<file path="src/rtl/fpsi_pkg.sv">
/*
 * Package for the front-panel indicator driver: port configurations,
 * program states, blink prescaler defaults and the bus register map.
 * Assumes one 100 MHz core clock and a synchronous active-high reset.
 */
package fpsi_pkg;

   // ---------------------------------------------------------------
   // clock
   // ---------------------------------------------------------------
   localparam int unsigned CLK_HZ        = 100_000_000;

   // ---------------------------------------------------------------
   // blink timing
   // ---------------------------------------------------------------
   localparam int unsigned SLOW_HALF_MS  = 500;
   localparam int unsigned FAST_HALF_MS  = 125;
   localparam int unsigned SLOW_HALF_CYC = SLOW_HALF_MS * (CLK_HZ / 1000);
   localparam int unsigned FAST_HALF_CYC = FAST_HALF_MS * (CLK_HZ / 1000);
   localparam int unsigned MIN_RATIO     = 4;

   // ---------------------------------------------------------------
   // register map (byte offsets, 32-bit words)
   // ---------------------------------------------------------------
   localparam logic [7:0]  REG_CTRL      = 8'h00;
   localparam logic [7:0]  REG_USER      = 8'h04;
   localparam logic [7:0]  REG_STATUS    = 8'h08;
   localparam logic [7:0]  REG_IRQ_STAT  = 8'h0C;
   localparam logic [7:0]  REG_IRQ_MASK  = 8'h10;
   localparam logic [7:0]  REG_SLOW_DIV  = 8'h14;
   localparam logic [7:0]  REG_FAST_DIV  = 8'h18;

   // ctrl field positions
   localparam int unsigned CTRL_AUTO     = 0;
   localparam int unsigned CTRL_ERR_CLR  = 1;

   // irq status bits
   localparam int unsigned IRQ_ERROR     = 0;
   localparam int unsigned IRQ_BATLOW    = 1;
   localparam int unsigned IRQ_SWITCH    = 2;
   localparam int unsigned IRQ_WDOG      = 3;
   localparam int unsigned IRQ_W         = 4;

   // ---------------------------------------------------------------
   // reset values
   // ---------------------------------------------------------------
   localparam logic [7:0]  USER_RST      = 8'h00;
   localparam logic [IRQ_W-1:0] MASK_RST = 4'h0;

   // ---------------------------------------------------------------
   // types
   // ---------------------------------------------------------------
   typedef enum logic [1:0] {
      FPSI_CFG_THREE,
      FPSI_CFG_TWO,
      FPSI_CFG_ONE
   } fpsi_cfg_t;

   typedef enum {
      FPSI_ST_INIT,
      FPSI_ST_EDIT,
      FPSI_ST_RUN,
      FPSI_ST_WAIT,
      FPSI_ST_STOP
   } fpsi_state_t;

endpackage

</file>
<file path="src/rtl/fpsi_top.sv">
/*
 * Front-panel indicator driver: turns internal status into lamp states,
 * samples the run/stop switch, and offers a small register port.
 * Assumes status inputs are on core_clk except switch and battery pins.
 */
// Summary of operation
// - The unit-ok lamp is lit steadily once initialization has completed.
// - The unit-ok lamp is dark in reset, on power loss or on a watchdog trip.
// - The program-run lamp is steady on while the program executes.
// - The program-run lamp blinks slowly while halted and editable.
// - The program-run lamp blinks fast while running with waits for port input.
// - The program-run lamp is off when the program is stopped.
// - The error lamp lights on a significant fault and stays lit until cleared through the control register.
// - The battery-low lamp follows the battery-low detector.
// - The write-protect lamp follows the write-protect switch.
// - Each fitted port-activity lamp blinks while its port is busy, dark when idle.
// - Activity lamps of ports absent in the configuration never blink.
// - Eight user lamps are set only by system calls through the register port.
// - The run/stop switch and start setting decide whether the program runs.
`timescale 1ns/1ps
module fpsi_top #(
   parameter fpsi_pkg::fpsi_cfg_t CFG = fpsi_pkg::FPSI_CFG_THREE
) (
   // clock and reset
   input  wire logic        core_clk,
   input  wire logic        rst,
   // unit status
   input  wire logic        init_done,
   input  wire logic        power_fail,
   input  wire logic        wdog_trip,
   // program status
   input  wire logic        prog_running,
   input  wire logic        prog_editable,
   input  wire logic        wait_port_input,
   input  wire logic        run_cmd,
   input  wire logic        fault_mem_check,
   input  wire logic        fault_area_ovf,
   input  wire logic        fault_code_gen,
   // pins
   input  wire logic        batt_low_pin,
   input  wire logic        prot_sw_pin,
   input  wire logic        run_sw_pin,
   input  wire logic [2:0]  port_busy,
   // register port
   input  wire logic [7:0]  reg_addr,
   input  wire logic [31:0] reg_wdata,
   input  wire logic        reg_wr,
   input  wire logic        reg_rd,
   output logic [31:0]      reg_rdata_q,
   // lamps
   output logic             unit_ok_lamp,
   output logic             program_run_lamp,
   output logic             error_lamp,
   output logic             battery_low_lamp,
   output logic             write_protect_lamp,
   output logic [2:0]       port_act_lamp,
   output logic [7:0]       user_lamp,
   // program gate and interrupt
   output logic             prog_enable_q,
   output logic             irq_q
);

   // ---------------------------------------------------------------
   // synchronisers
   // ---------------------------------------------------------------
   logic [2:0] pin_s1_q;
   logic [2:0] pin_s2_q;
   logic       batt_low_s;
   logic       prot_s;
   logic       run_sw_s;

   always_ff @(posedge core_clk) begin
      if (rst) begin
         pin_s1_q <= 3'h0;
         pin_s2_q <= 3'h0;
      end else begin
         pin_s1_q <= {run_sw_pin, prot_sw_pin, batt_low_pin};
         pin_s2_q <= pin_s1_q;
      end
   end

   assign batt_low_s = pin_s2_q[0];
   assign prot_s     = pin_s2_q[1];
   assign run_sw_s   = pin_s2_q[2];

   // ---------------------------------------------------------------
   // registers
   // ---------------------------------------------------------------
   logic                      auto_start_q;
   logic                      err_q;
   logic [7:0]                user_q;
   logic [31:0]               slow_div_q;
   logic [31:0]               fast_div_q;
   logic [fpsi_pkg::IRQ_W-1:0] irq_stat_q;
   logic [fpsi_pkg::IRQ_W-1:0] irq_mask_q;
   logic [fpsi_pkg::IRQ_W-1:0] irq_evt;
   logic                      batt_prev_q;
   logic                      run_prev_q;
   logic                      wdog_prev_q;
   logic                      fault_any;
   logic                      div_ok;

   function automatic logic hit(input logic [7:0] a, input logic [7:0] off);
      hit = (a == off);
   endfunction

   assign fault_any = fault_mem_check | fault_area_ovf | fault_code_gen;
   // reject prescaler pairs where the slow period is less than four times the fast period
   assign div_ok = ({2'b00, reg_wdata} + 34'h1) * 34'(fpsi_pkg::MIN_RATIO)
                   <= ({2'b00, slow_div_q} + 34'h1);

   always_ff @(posedge core_clk) begin
      if (rst) begin
         auto_start_q <= 1'b0;
         user_q       <= fpsi_pkg::USER_RST;
         irq_mask_q   <= fpsi_pkg::MASK_RST;
         slow_div_q   <= 32'(fpsi_pkg::SLOW_HALF_CYC - 1);
         fast_div_q   <= 32'(fpsi_pkg::FAST_HALF_CYC - 1);
      end else if (reg_wr) begin
         if (hit(reg_addr, fpsi_pkg::REG_CTRL)) begin
            auto_start_q <= reg_wdata[fpsi_pkg::CTRL_AUTO];
         end else if (hit(reg_addr, fpsi_pkg::REG_USER)) begin
            user_q <= reg_wdata[7:0];
         end else if (hit(reg_addr, fpsi_pkg::REG_IRQ_MASK)) begin
            irq_mask_q <= reg_wdata[fpsi_pkg::IRQ_W-1:0];
         end else if (hit(reg_addr, fpsi_pkg::REG_SLOW_DIV)) begin
            if (reg_wdata >= 32'h3 && (reg_wdata + 32'h1) >= (fast_div_q + 32'h1) * 32'h4) begin
               slow_div_q <= reg_wdata;
            end
         end else if (hit(reg_addr, fpsi_pkg::REG_FAST_DIV)) begin
            if (div_ok) begin
               fast_div_q <= reg_wdata;
            end
         end
      end
   end

   // error latch: set wins over clear
   always_ff @(posedge core_clk) begin
      if (rst) begin
         err_q <= 1'b0;
      end else if (fault_any) begin
         err_q <= 1'b1;
      end else if (reg_wr && hit(reg_addr, fpsi_pkg::REG_CTRL)
                   && reg_wdata[fpsi_pkg::CTRL_ERR_CLR]) begin
         err_q <= 1'b0;
      end
   end

   // ---------------------------------------------------------------
   // interrupts
   // ---------------------------------------------------------------
   assign irq_evt[fpsi_pkg::IRQ_ERROR]  = fault_any & ~err_q;
   assign irq_evt[fpsi_pkg::IRQ_BATLOW] = batt_low_s & ~batt_prev_q;
   assign irq_evt[fpsi_pkg::IRQ_SWITCH] = run_sw_s ^ run_prev_q;
   assign irq_evt[fpsi_pkg::IRQ_WDOG]   = wdog_trip & ~wdog_prev_q;

   always_ff @(posedge core_clk) begin
      if (rst) begin
         batt_prev_q <= 1'b0;
         run_prev_q  <= 1'b0;
         wdog_prev_q <= 1'b0;
         irq_stat_q  <= '0;
         irq_q       <= 1'b0;
      end else begin
         batt_prev_q <= batt_low_s;
         run_prev_q  <= run_sw_s;
         wdog_prev_q <= wdog_trip;
         if (reg_wr && hit(reg_addr, fpsi_pkg::REG_IRQ_STAT)) begin
            irq_stat_q <= (irq_stat_q & ~reg_wdata[fpsi_pkg::IRQ_W-1:0]) | irq_evt;
         end else begin
            irq_stat_q <= irq_stat_q | irq_evt;
         end
         irq_q <= |(irq_stat_q & irq_mask_q);
      end
   end

   // ---------------------------------------------------------------
   // read port
   // ---------------------------------------------------------------
   always_ff @(posedge core_clk) begin
      if (rst) begin
         reg_rdata_q <= 32'h0;
      end else if (reg_rd) begin
         if (hit(reg_addr, fpsi_pkg::REG_CTRL)) begin
            reg_rdata_q <= {31'h0, auto_start_q};
         end else if (hit(reg_addr, fpsi_pkg::REG_USER)) begin
            reg_rdata_q <= {24'h0, user_q};
         end else if (hit(reg_addr, fpsi_pkg::REG_STATUS)) begin
            reg_rdata_q <= {24'h0, run_sw_s, prot_s, batt_low_s, err_q,
                            prog_enable_q, port_busy};
         end else if (hit(reg_addr, fpsi_pkg::REG_IRQ_STAT)) begin
            reg_rdata_q <= {28'h0, irq_stat_q};
         end else if (hit(reg_addr, fpsi_pkg::REG_IRQ_MASK)) begin
            reg_rdata_q <= {28'h0, irq_mask_q};
         end else if (hit(reg_addr, fpsi_pkg::REG_SLOW_DIV)) begin
            reg_rdata_q <= slow_div_q;
         end else if (hit(reg_addr, fpsi_pkg::REG_FAST_DIV)) begin
            reg_rdata_q <= fast_div_q;
         end else begin
            reg_rdata_q <= 32'h0;
         end
      end else begin
         reg_rdata_q <= 32'h0;
      end
   end

   // ---------------------------------------------------------------
   // program gate
   // ---------------------------------------------------------------
   // stop holds the program; run with auto start runs at once,
   // run with manual start waits for a run command
   always_ff @(posedge core_clk) begin
      if (rst || !run_sw_s) begin
         prog_enable_q <= 1'b0;
      end else if (auto_start_q || run_cmd) begin
         prog_enable_q <= 1'b1;
      end
   end

   // ---------------------------------------------------------------
   // blink sources
   // ---------------------------------------------------------------
   logic slow_ph;
   logic fast_ph;

   fpsi_blink #(.W(32)) u_slow (
      .core_clk (core_clk),
      .rst      (rst),
      .div      (slow_div_q),
      .phase_q  (slow_ph)
   );

   fpsi_blink #(.W(32)) u_fast (
      .core_clk (core_clk),
      .rst      (rst),
      .div      (fast_div_q),
      .phase_q  (fast_ph)
   );

   // ---------------------------------------------------------------
   // program state
   // ---------------------------------------------------------------
   fpsi_pkg::fpsi_state_t st;

   always_comb begin
      if (!init_done) begin
         st = fpsi_pkg::FPSI_ST_INIT;
      end else if (prog_running && prog_enable_q) begin
         st = wait_port_input ? fpsi_pkg::FPSI_ST_WAIT : fpsi_pkg::FPSI_ST_RUN;
      end else if (prog_editable) begin
         st = fpsi_pkg::FPSI_ST_EDIT;
      end else begin
         st = fpsi_pkg::FPSI_ST_STOP;
      end
   end

   // ---------------------------------------------------------------
   // lamps
   // ---------------------------------------------------------------
   localparam logic [2:0] PORT_FIT =
      (CFG == fpsi_pkg::FPSI_CFG_THREE) ? 3'h7 :
      (CFG == fpsi_pkg::FPSI_CFG_TWO)   ? 3'h3 : 3'h1;

   always_ff @(posedge core_clk) begin
      if (rst || power_fail || wdog_trip) begin
         unit_ok_lamp <= 1'b0;
      end else begin
         unit_ok_lamp <= init_done;
      end
   end

   always_ff @(posedge core_clk) begin
      if (rst) begin
         program_run_lamp <= 1'b0;
      end else begin
         case (st)
            fpsi_pkg::FPSI_ST_RUN:  program_run_lamp <= 1'b1;
            fpsi_pkg::FPSI_ST_EDIT: program_run_lamp <= slow_ph;
            fpsi_pkg::FPSI_ST_WAIT: program_run_lamp <= fast_ph;
            default:                program_run_lamp <= 1'b0;
         endcase
      end
   end

   always_ff @(posedge core_clk) begin
      if (rst) begin
         error_lamp         <= 1'b0;
         battery_low_lamp   <= 1'b0;
         write_protect_lamp <= 1'b0;
         user_lamp          <= fpsi_pkg::USER_RST;
      end else begin
         error_lamp         <= err_q;
         battery_low_lamp   <= batt_low_s;
         write_protect_lamp <= prot_s;
         user_lamp          <= user_q;
      end
   end

   genvar gi;
   generate
      for (gi = 0; gi < 3; gi++) begin : g_port
         always_ff @(posedge core_clk) begin
            if (rst) begin
               port_act_lamp[gi] <= 1'b0;
            end else begin
               port_act_lamp[gi] <= port_busy[gi] & fast_ph & PORT_FIT[gi];
            end
         end
      end
   endgenerate
endmodule

</file>
<file path="src/rtl/fpsi_blink.sv">
/*
 * Prescaler that toggles a blink phase every DIV+1 clock cycles.
 * Assumes the divisor is stable or that a restart on change is fine.
 */
`timescale 1ns/1ps
module fpsi_blink #(
   parameter int unsigned W = 32
) (
   // clock and reset
   input  wire logic         core_clk,
   input  wire logic         rst,
   // control
   input  wire logic [W-1:0] div,
   // phase
   output logic              phase_q
);

   if (W < 2 || W > 32) begin : g_bad_w
      $error("fpsi_blink: W out of range");
   end

   logic [W-1:0] cnt_q;

   always_ff @(posedge core_clk) begin
      if (rst) begin
         cnt_q   <= '0;
         phase_q <= 1'b0;
      end else if (cnt_q >= div) begin
         cnt_q   <= '0;
         phase_q <= ~phase_q;
      end else begin
         cnt_q   <= cnt_q + 1'b1;
      end
   end

endmodule

</file>
<file path="config.mk">
export PLATFORM = sky130hd
export DESIGN_NAME = fpsi_top
export DESIGN_NICKNAME = d
export VERILOG_FILES = /design/src/rtl/fpsi_pkg.sv /design/src/rtl/fpsi_top.sv /design/src/rtl/fpsi_blink.sv
export SDC_FILE = /design/constraint.sdc
export NUM_CORES = 1
export LEC_CHECK = 0
export ABC_AREA = 1
export BUFFER_PORTS_ARGS = -buffer_cell sky130_fd_sc_hd__buf_2
export CAP_MARGIN = 20
export CORE_UTILIZATION = 65
export CTS_CLUSTER_DIAMETER = 80
export DETAILED_ROUTE_END_ITERATION = 12
export MAX_ROUTING_LAYER = met4
export PLACE_DENSITY = 0.86
export SLEW_MARGIN = 15
export SYNTH_ARGS = -nofsm -noshare
export SYNTH_HDL_FRONTEND = slang
export SYNTH_SLANG_ARGS = --single-unit
</file>
<file path="constraint.sdc">
create_clock -name core_clk -period 5.3 [get_ports core_clk]
set_input_delay 0.265 -clock core_clk [delete_from_list [all_inputs] [get_ports core_clk]]
set_output_delay 0.265 -clock core_clk [all_outputs]
set_load 0.02 [all_outputs]
</file>
## Word level (Yosys, flattened, before mapping)

Index checks and enable logic that the tools add are counted.

- Register bits after elaboration: 206
- Bits of input ports: 60
- Output and inout bits: 50
- Logic and storage cells: 111

- Add/sub/neg operators: 6
- $lt $le $gt $ge: 5
- Equality and inequality tests: 9
- Mux-type cells: 15
- Bitwise gates (word level): 24
- Reductions and logical operators: 23

Operators by type and width:

| cell | count |
|---|---|
| $add 32x1->32 const B | 4 |
| $ge 32x32->1 | 3 |
| $eq 32x2->1 const B | 2 |
| $mux 32 | 2 |
| $le 34x33->1 | 1 |
| $add 32x1->33 const B | 1 |
| $eq 32x1->1 const B | 1 |
| $ge 32x2->1 const B | 1 |
| $mux 8 | 4 |
| $add 30x1->30 const B | 1 |
| $eq 8x5->1 const B | 3 |
| $eq 8x4->1 const B | 2 |
| $not 1->1 | 10 |
| $mux 3 | 3 |
| $and 4x4->4 | 2 |
| $eq 8x3->1 const B | 1 |
| $logic_not 8->1 | 1 |
| $or 4x4->4 | 2 |
| $reduce_and 7->1 | 1 |
| $reduce_or 7->1 | 1 |
| $and 1x1->1 | 6 |
| $reduce_and 6->1 | 1 |
| $reduce_or 2->1 | 3 |
| $logic_and 1x1->1 | 5 |
| other kinds (14) | 21 |

## Logic depth before layout (Yosys ltp)

- Word-level depth: 8
- Mapped depth: 29
- Mapped depth without buffers: 28

## By module

From an unflattened synthesis, not the netlist that was laid out.

- Cell total of the unflattened synthesis: 2,057
- Area total of the unflattened synthesis: 13,875.8 um^2

Modules (own cells, without submodules):

| module | times used | cells each | area an instance (um^2) | seq. area each (um^2) |
|---|---|---|---|---|
| fpsi_top | 1 | 1,289 | 8,728.4 | 2,802.7 |
| fpsi_blink | 2 | 384 | 2,573.7 | 660.6 |

## Worst setup path before layout

OpenSTA, ideal clock, no wires.

- Kind: register -> register
- Start: register fast_div_q[0]
- End: register slow_div_q[27]
- Setup time: 115 ps
- Data arrival time: 3,264 ps
- Data required time: 5,185 ps
- Slack: 1,921 ps
- Cell stages (with the launch flop): 26
- Path buffers: 2
- Period minus slack after synthesis: 3,379 ps
- Cell sequence: dfxtp_1 ha_1 nand2_1 nor2_1 nand2_1 nor2_1 nand2_1 nor2_1 nand4_1 nor2_1 nand3_1 nor2_1 nand2_1 xor2_1 ha_1 nand2_1 nor2_1 nand2_1 nor2_1 nand4_1 nand3_1 clkbuf_1 clkbuf_1 nand3_1 nand2_1 nor2_1

- Word-level cells in the longest chain between the ends: 4

Ends and longest elaborated chain:

| item | line | text |
|---|---|---|
| start: declaration | fpsi_top.sv:93 | `logic [31:0] fast_div_q;` |
| start signal: assignment | fpsi_top.sv:118 | `fast_div_q <= 32'(fpsi_pkg::FAST_HALF_CYC - 1);` |
| start signal: assignment | fpsi_top.sv:132 | `fast_div_q <= reg_wdata;` |
| $add 30x1->30 | fpsi_top.sv:127 | `if (reg_wdata >= 32'h3 && (reg_wdata + 32'h1) >= (fast_div_q + 32'h1) * 32'h4) begin` |
| $ge 32x32->1 | fpsi_top.sv:127 |  |
| $logic_and 1x1->1 | fpsi_top.sv:127 |  |
| $reduce_and 6->1 (no line) | -- |  |
| end signal: assignment | fpsi_top.sv:117 | `slow_div_q <= 32'(fpsi_pkg::SLOW_HALF_CYC - 1);` |
| end signal: assignment | fpsi_top.sv:128 | `slow_div_q <= reg_wdata;` |
| end: declaration | fpsi_top.sv:92 | `logic [31:0] slow_div_q;` |

Every way passes these cells.
A chain may end at the register's enable or synchronous reset.

## Worst setup path in the final report

- Start: register fast_div_q[0]
- End: register slow_div_q[12]

The elaborated chain is that of the path after synthesis.

==> flow_summary_export.csv <==
group,metric,value,unit
critical_path,ff2ff_path_depth,21,
drt,via_count,13310,
timing,timing_hold_violations_final,0,
clock_tree,cts_tree,"done",
place,placed_area,14000,um2
place,port_buffers,109,
clock_tree,cts_max_path_buffers,3,
cells_and_area,num_antenna_cells,0,
worst_hold_path,hold_end,"err_q",
worst_hold_path,hp-class,"primary input to register",
clock_tree,clk-insertion-delay-late,0.53,ns
logic_synthesis,synth_cell_type_count,45,
critical_path,end_kind,"register",
critical_path,r2r-end,"slow_div_q[12]",
status,status,"finished, final reports clean",
cells_and_area,layout_common_cells,"nand2_1 (387), inv_1 (283), nor2_1 (223)",
timing,slew_headroom,0.290,
logic_synthesis,synthArstFlopShare,0,
clock_tree,hold_buffers,12,
pwr,powerDensity,237,nW/um2
timing,final.setup.tns,0,ns
critical_path,worstPathArrival,4.78,ns
logic_synthesis,ys.flop_type,"dfxtp_1",
clock_tree,ctsHtreeMaxLevel,1,
logic_synthesis,synthCells,1937,
global_routing,antenna_found_initial,0,
cells_and_area,final_util,0.755,
cells_and_area,layout_commonest_cell,"nand2_1",
cells_and_area,fin_area,14900,um2
drt,finalWirelength,39500,um
clock_tree,cts.reportedPaths.clkPinSlew,0.06,ns
cells_and_area,multi_input_area,7870,um2
critical_path,start_kind,"register",
critical_path,worstPathRequired,5.65,ns
place,routabilityCongestion,1.01,
timing,fin_skew,0.0296,ns
clock_tree,cts_setup_buffers,0,
floorplanning,fp.coreArea,19800,um2
logic_synthesis,syn-cell-area,13300,um2
clock_tree,ctsResizeCount,0,
cells_and_area,regArea,4120,um2
drt,dr.pass1.iters,6,
cells_and_area,drive_gt1_frac,0.0967,
timing,fmax,226,MHz
logic_synthesis,yosysSeqAreaShare,0.310,
floorplanning,die_h,145,um
critical_path,r2r-start,"fast_div_q[0]",
logic_synthesis,ys_seq_elements,206,
global_routing,grt_pass1_vias,12500,
global_routing,grt_max_degree,50,
critical_path,r2r_setup_slack,0.88,ns
job,max_cap_violations,0,
logic_synthesis,ys_warn_count,0,
timing,max_slew.worst_pin.slew,1.06,ns
global_routing,grt_pass1_wl,62400,um
clock_tree,cts_sinks,206,
clock_tree,root_buffer,"clkbuf_16",
global_routing,gr-usage-all-layers,0.378,
place,dpl.hpwl,29800,um
critical_path,crit_type,"register to register",
timing,period_needed,4.42,ns
timing,rsz0062_at_grt,"no",
timing,drv_slew,0,
drt,drt_iter0_markers,1427,
logic_synthesis,avgSynthCellArea,6.86,um2
drt,viasPerCell,5.73,
floorplanning,start_util,0.672,
floorplanning,die_w,145,um
logic_synthesis,synth_fp_nets,2127,
drt,wl_per_cell,17.0,um
drt,ant_nets,0,
cells_and_area,synthToLayoutAreaGrowth,12.3,%
floorplanning,io_pins,110,
worst_hold_path,min_from,"fault_area_ovf",
floorplanning,rows,51,
pwr,p_leak,7.23,nW
critical_path,cp_max_fo,19,
timing,setup_viol,0,
drt,route.detailed.drc,0,
pwr,ir_drop,324,uV
global_routing,gr-total-overflow,0,
worst_hold_path,hold_depth,3,
clock_tree,cts_made_buffers,23,
timing,min_period_over_period,0.835,
floorplanning,die_area,21000,um2
cells_and_area,nets,2231,
cells_and_area,fillers,1524,
logic_synthesis,synth_edf_count,0,
-- state kept, by name (all words and copies together) (netlist names), 3 cells and up --
name	cells
irq_stat_q	4
user_lamp	8
pin_s1_q	3
fast_div_q	32
u_slow.cnt_q	32
u_fast.cnt_q	32
slow_div_q	32
reg_rdata_q	32
pin_s2_q	3
irq_mask_q	4
port_act_lamp	3
user_q	8
-- cell usage after synthesis (10+ instances only) --
cell type  count  area, um2
xor2_1        85        744
nand3_1      153        766
dfxtp_1      206       4120
a21oi_1      144        721
nand2_1      387       1450
nor2_1       224        841
ha_1         130       1630
clkbuf_1      28        105
nand4_1       41        257
inv_1        284       1070
buf_2         10       50.1
nor3_1        63        315
o21ai_0       55        275
xnor2_1       18        158
nor4_1        16        100
-- routing by layer --
layer	part of all wire	vias to the layer above	track usage
li1	-	6511	-
met1	0.43	6148	0.493
met2	0.45	578	0.601
met3	0.091	73	0.0588
met4	0.027	0	0.111
met5	0	-	-
-- how the worst max path moves through the flow --
stage / slack [ns] / startpoint / depth (start not counted) / to
4_1_cts: 0.97 / fast_div_q[0] / 21 / slow_div_q[12]
3_5_place_dp: 0.71 / reg_wdata[1] / 24 / slow_div_q[15]
3_3_place_gp: 0.78 / reg_wdata[1] / 24 / slow_div_q[1]
2_1_floorplan: 1.92 / fast_div_q[0] / 25 / slow_div_q[27]
5_1_grt: 0.56 / fast_div_q[0] / 21 / slow_div_q[1]
6_report: 0.88 / fast_div_q[0] / 21 / slow_div_q[12]
-- critical path, cell delays in order (launching register included) --
cell and delay, ns:
dfxtp_1 0.44, ha_1 0.23, nand2_1 0.08, nor2_1 0.14, nand3_1 0.13, nor2_1 0.21
nand3_1 0.18, nor4_1 0.44, nand2_1 0.12, xor2_1 0.16, inv_1 0.08, ha_1 0.27
nand2_1 0.06, nor2_1 0.15, nand2_1 0.11, nor2_1 0.19, nand4_1 0.10, nand3_1 0.10
buf_4 0.23, nand2_1 0.48, nand2_1 0.20, nand3_1 0.12
-- layout make-up --
class                           count  area share
Clock buffer                       30      0.0443
Clock inverter                     12     0.00989
Inverter                          286      0.0719
Multi-Input combinational cell   1395       0.527
Sequential cell                   206       0.276
Tap cell                          265      0.0222
Timing Repair Buffer              129      0.0486
-- report_power, final --
group	internal, mW	total, mW	switching, mW
combinational	0.0839	0.263	0.179
sequential	1.56	1.57	0.0110
clock	1.03	1.70	0.672
total	2.67	3.54	0.863
-- through the flow --
step	hold WS [ns]	instances	setup slack [ns]	total power, mW
final	0.0139	2323	0.876	3.54
after global routing	0.0406	2323	0.558	3.63
after CTS	0.00162	2323	0.968	3.53
after detailed placement	0.402	2269	0.710	1.85
after global placement	0.393	2269	0.782	1.84
after floorplan	0.342	1937	1.92	1.76
-- cells by family (layout without fill, tap and decap cells) --
family,count (synthesis),count (layout),share of synthesized area
compound gates,237,237,0.0968
xor+xnor,103,103,0.0679
fa+ha+maj,130,130,0.122
buf+inv,336,457,0.0986
flops,206,206,0.310
simple gates,925,925,0.304
No activity file was read; power rests on OpenSTA's default activity.
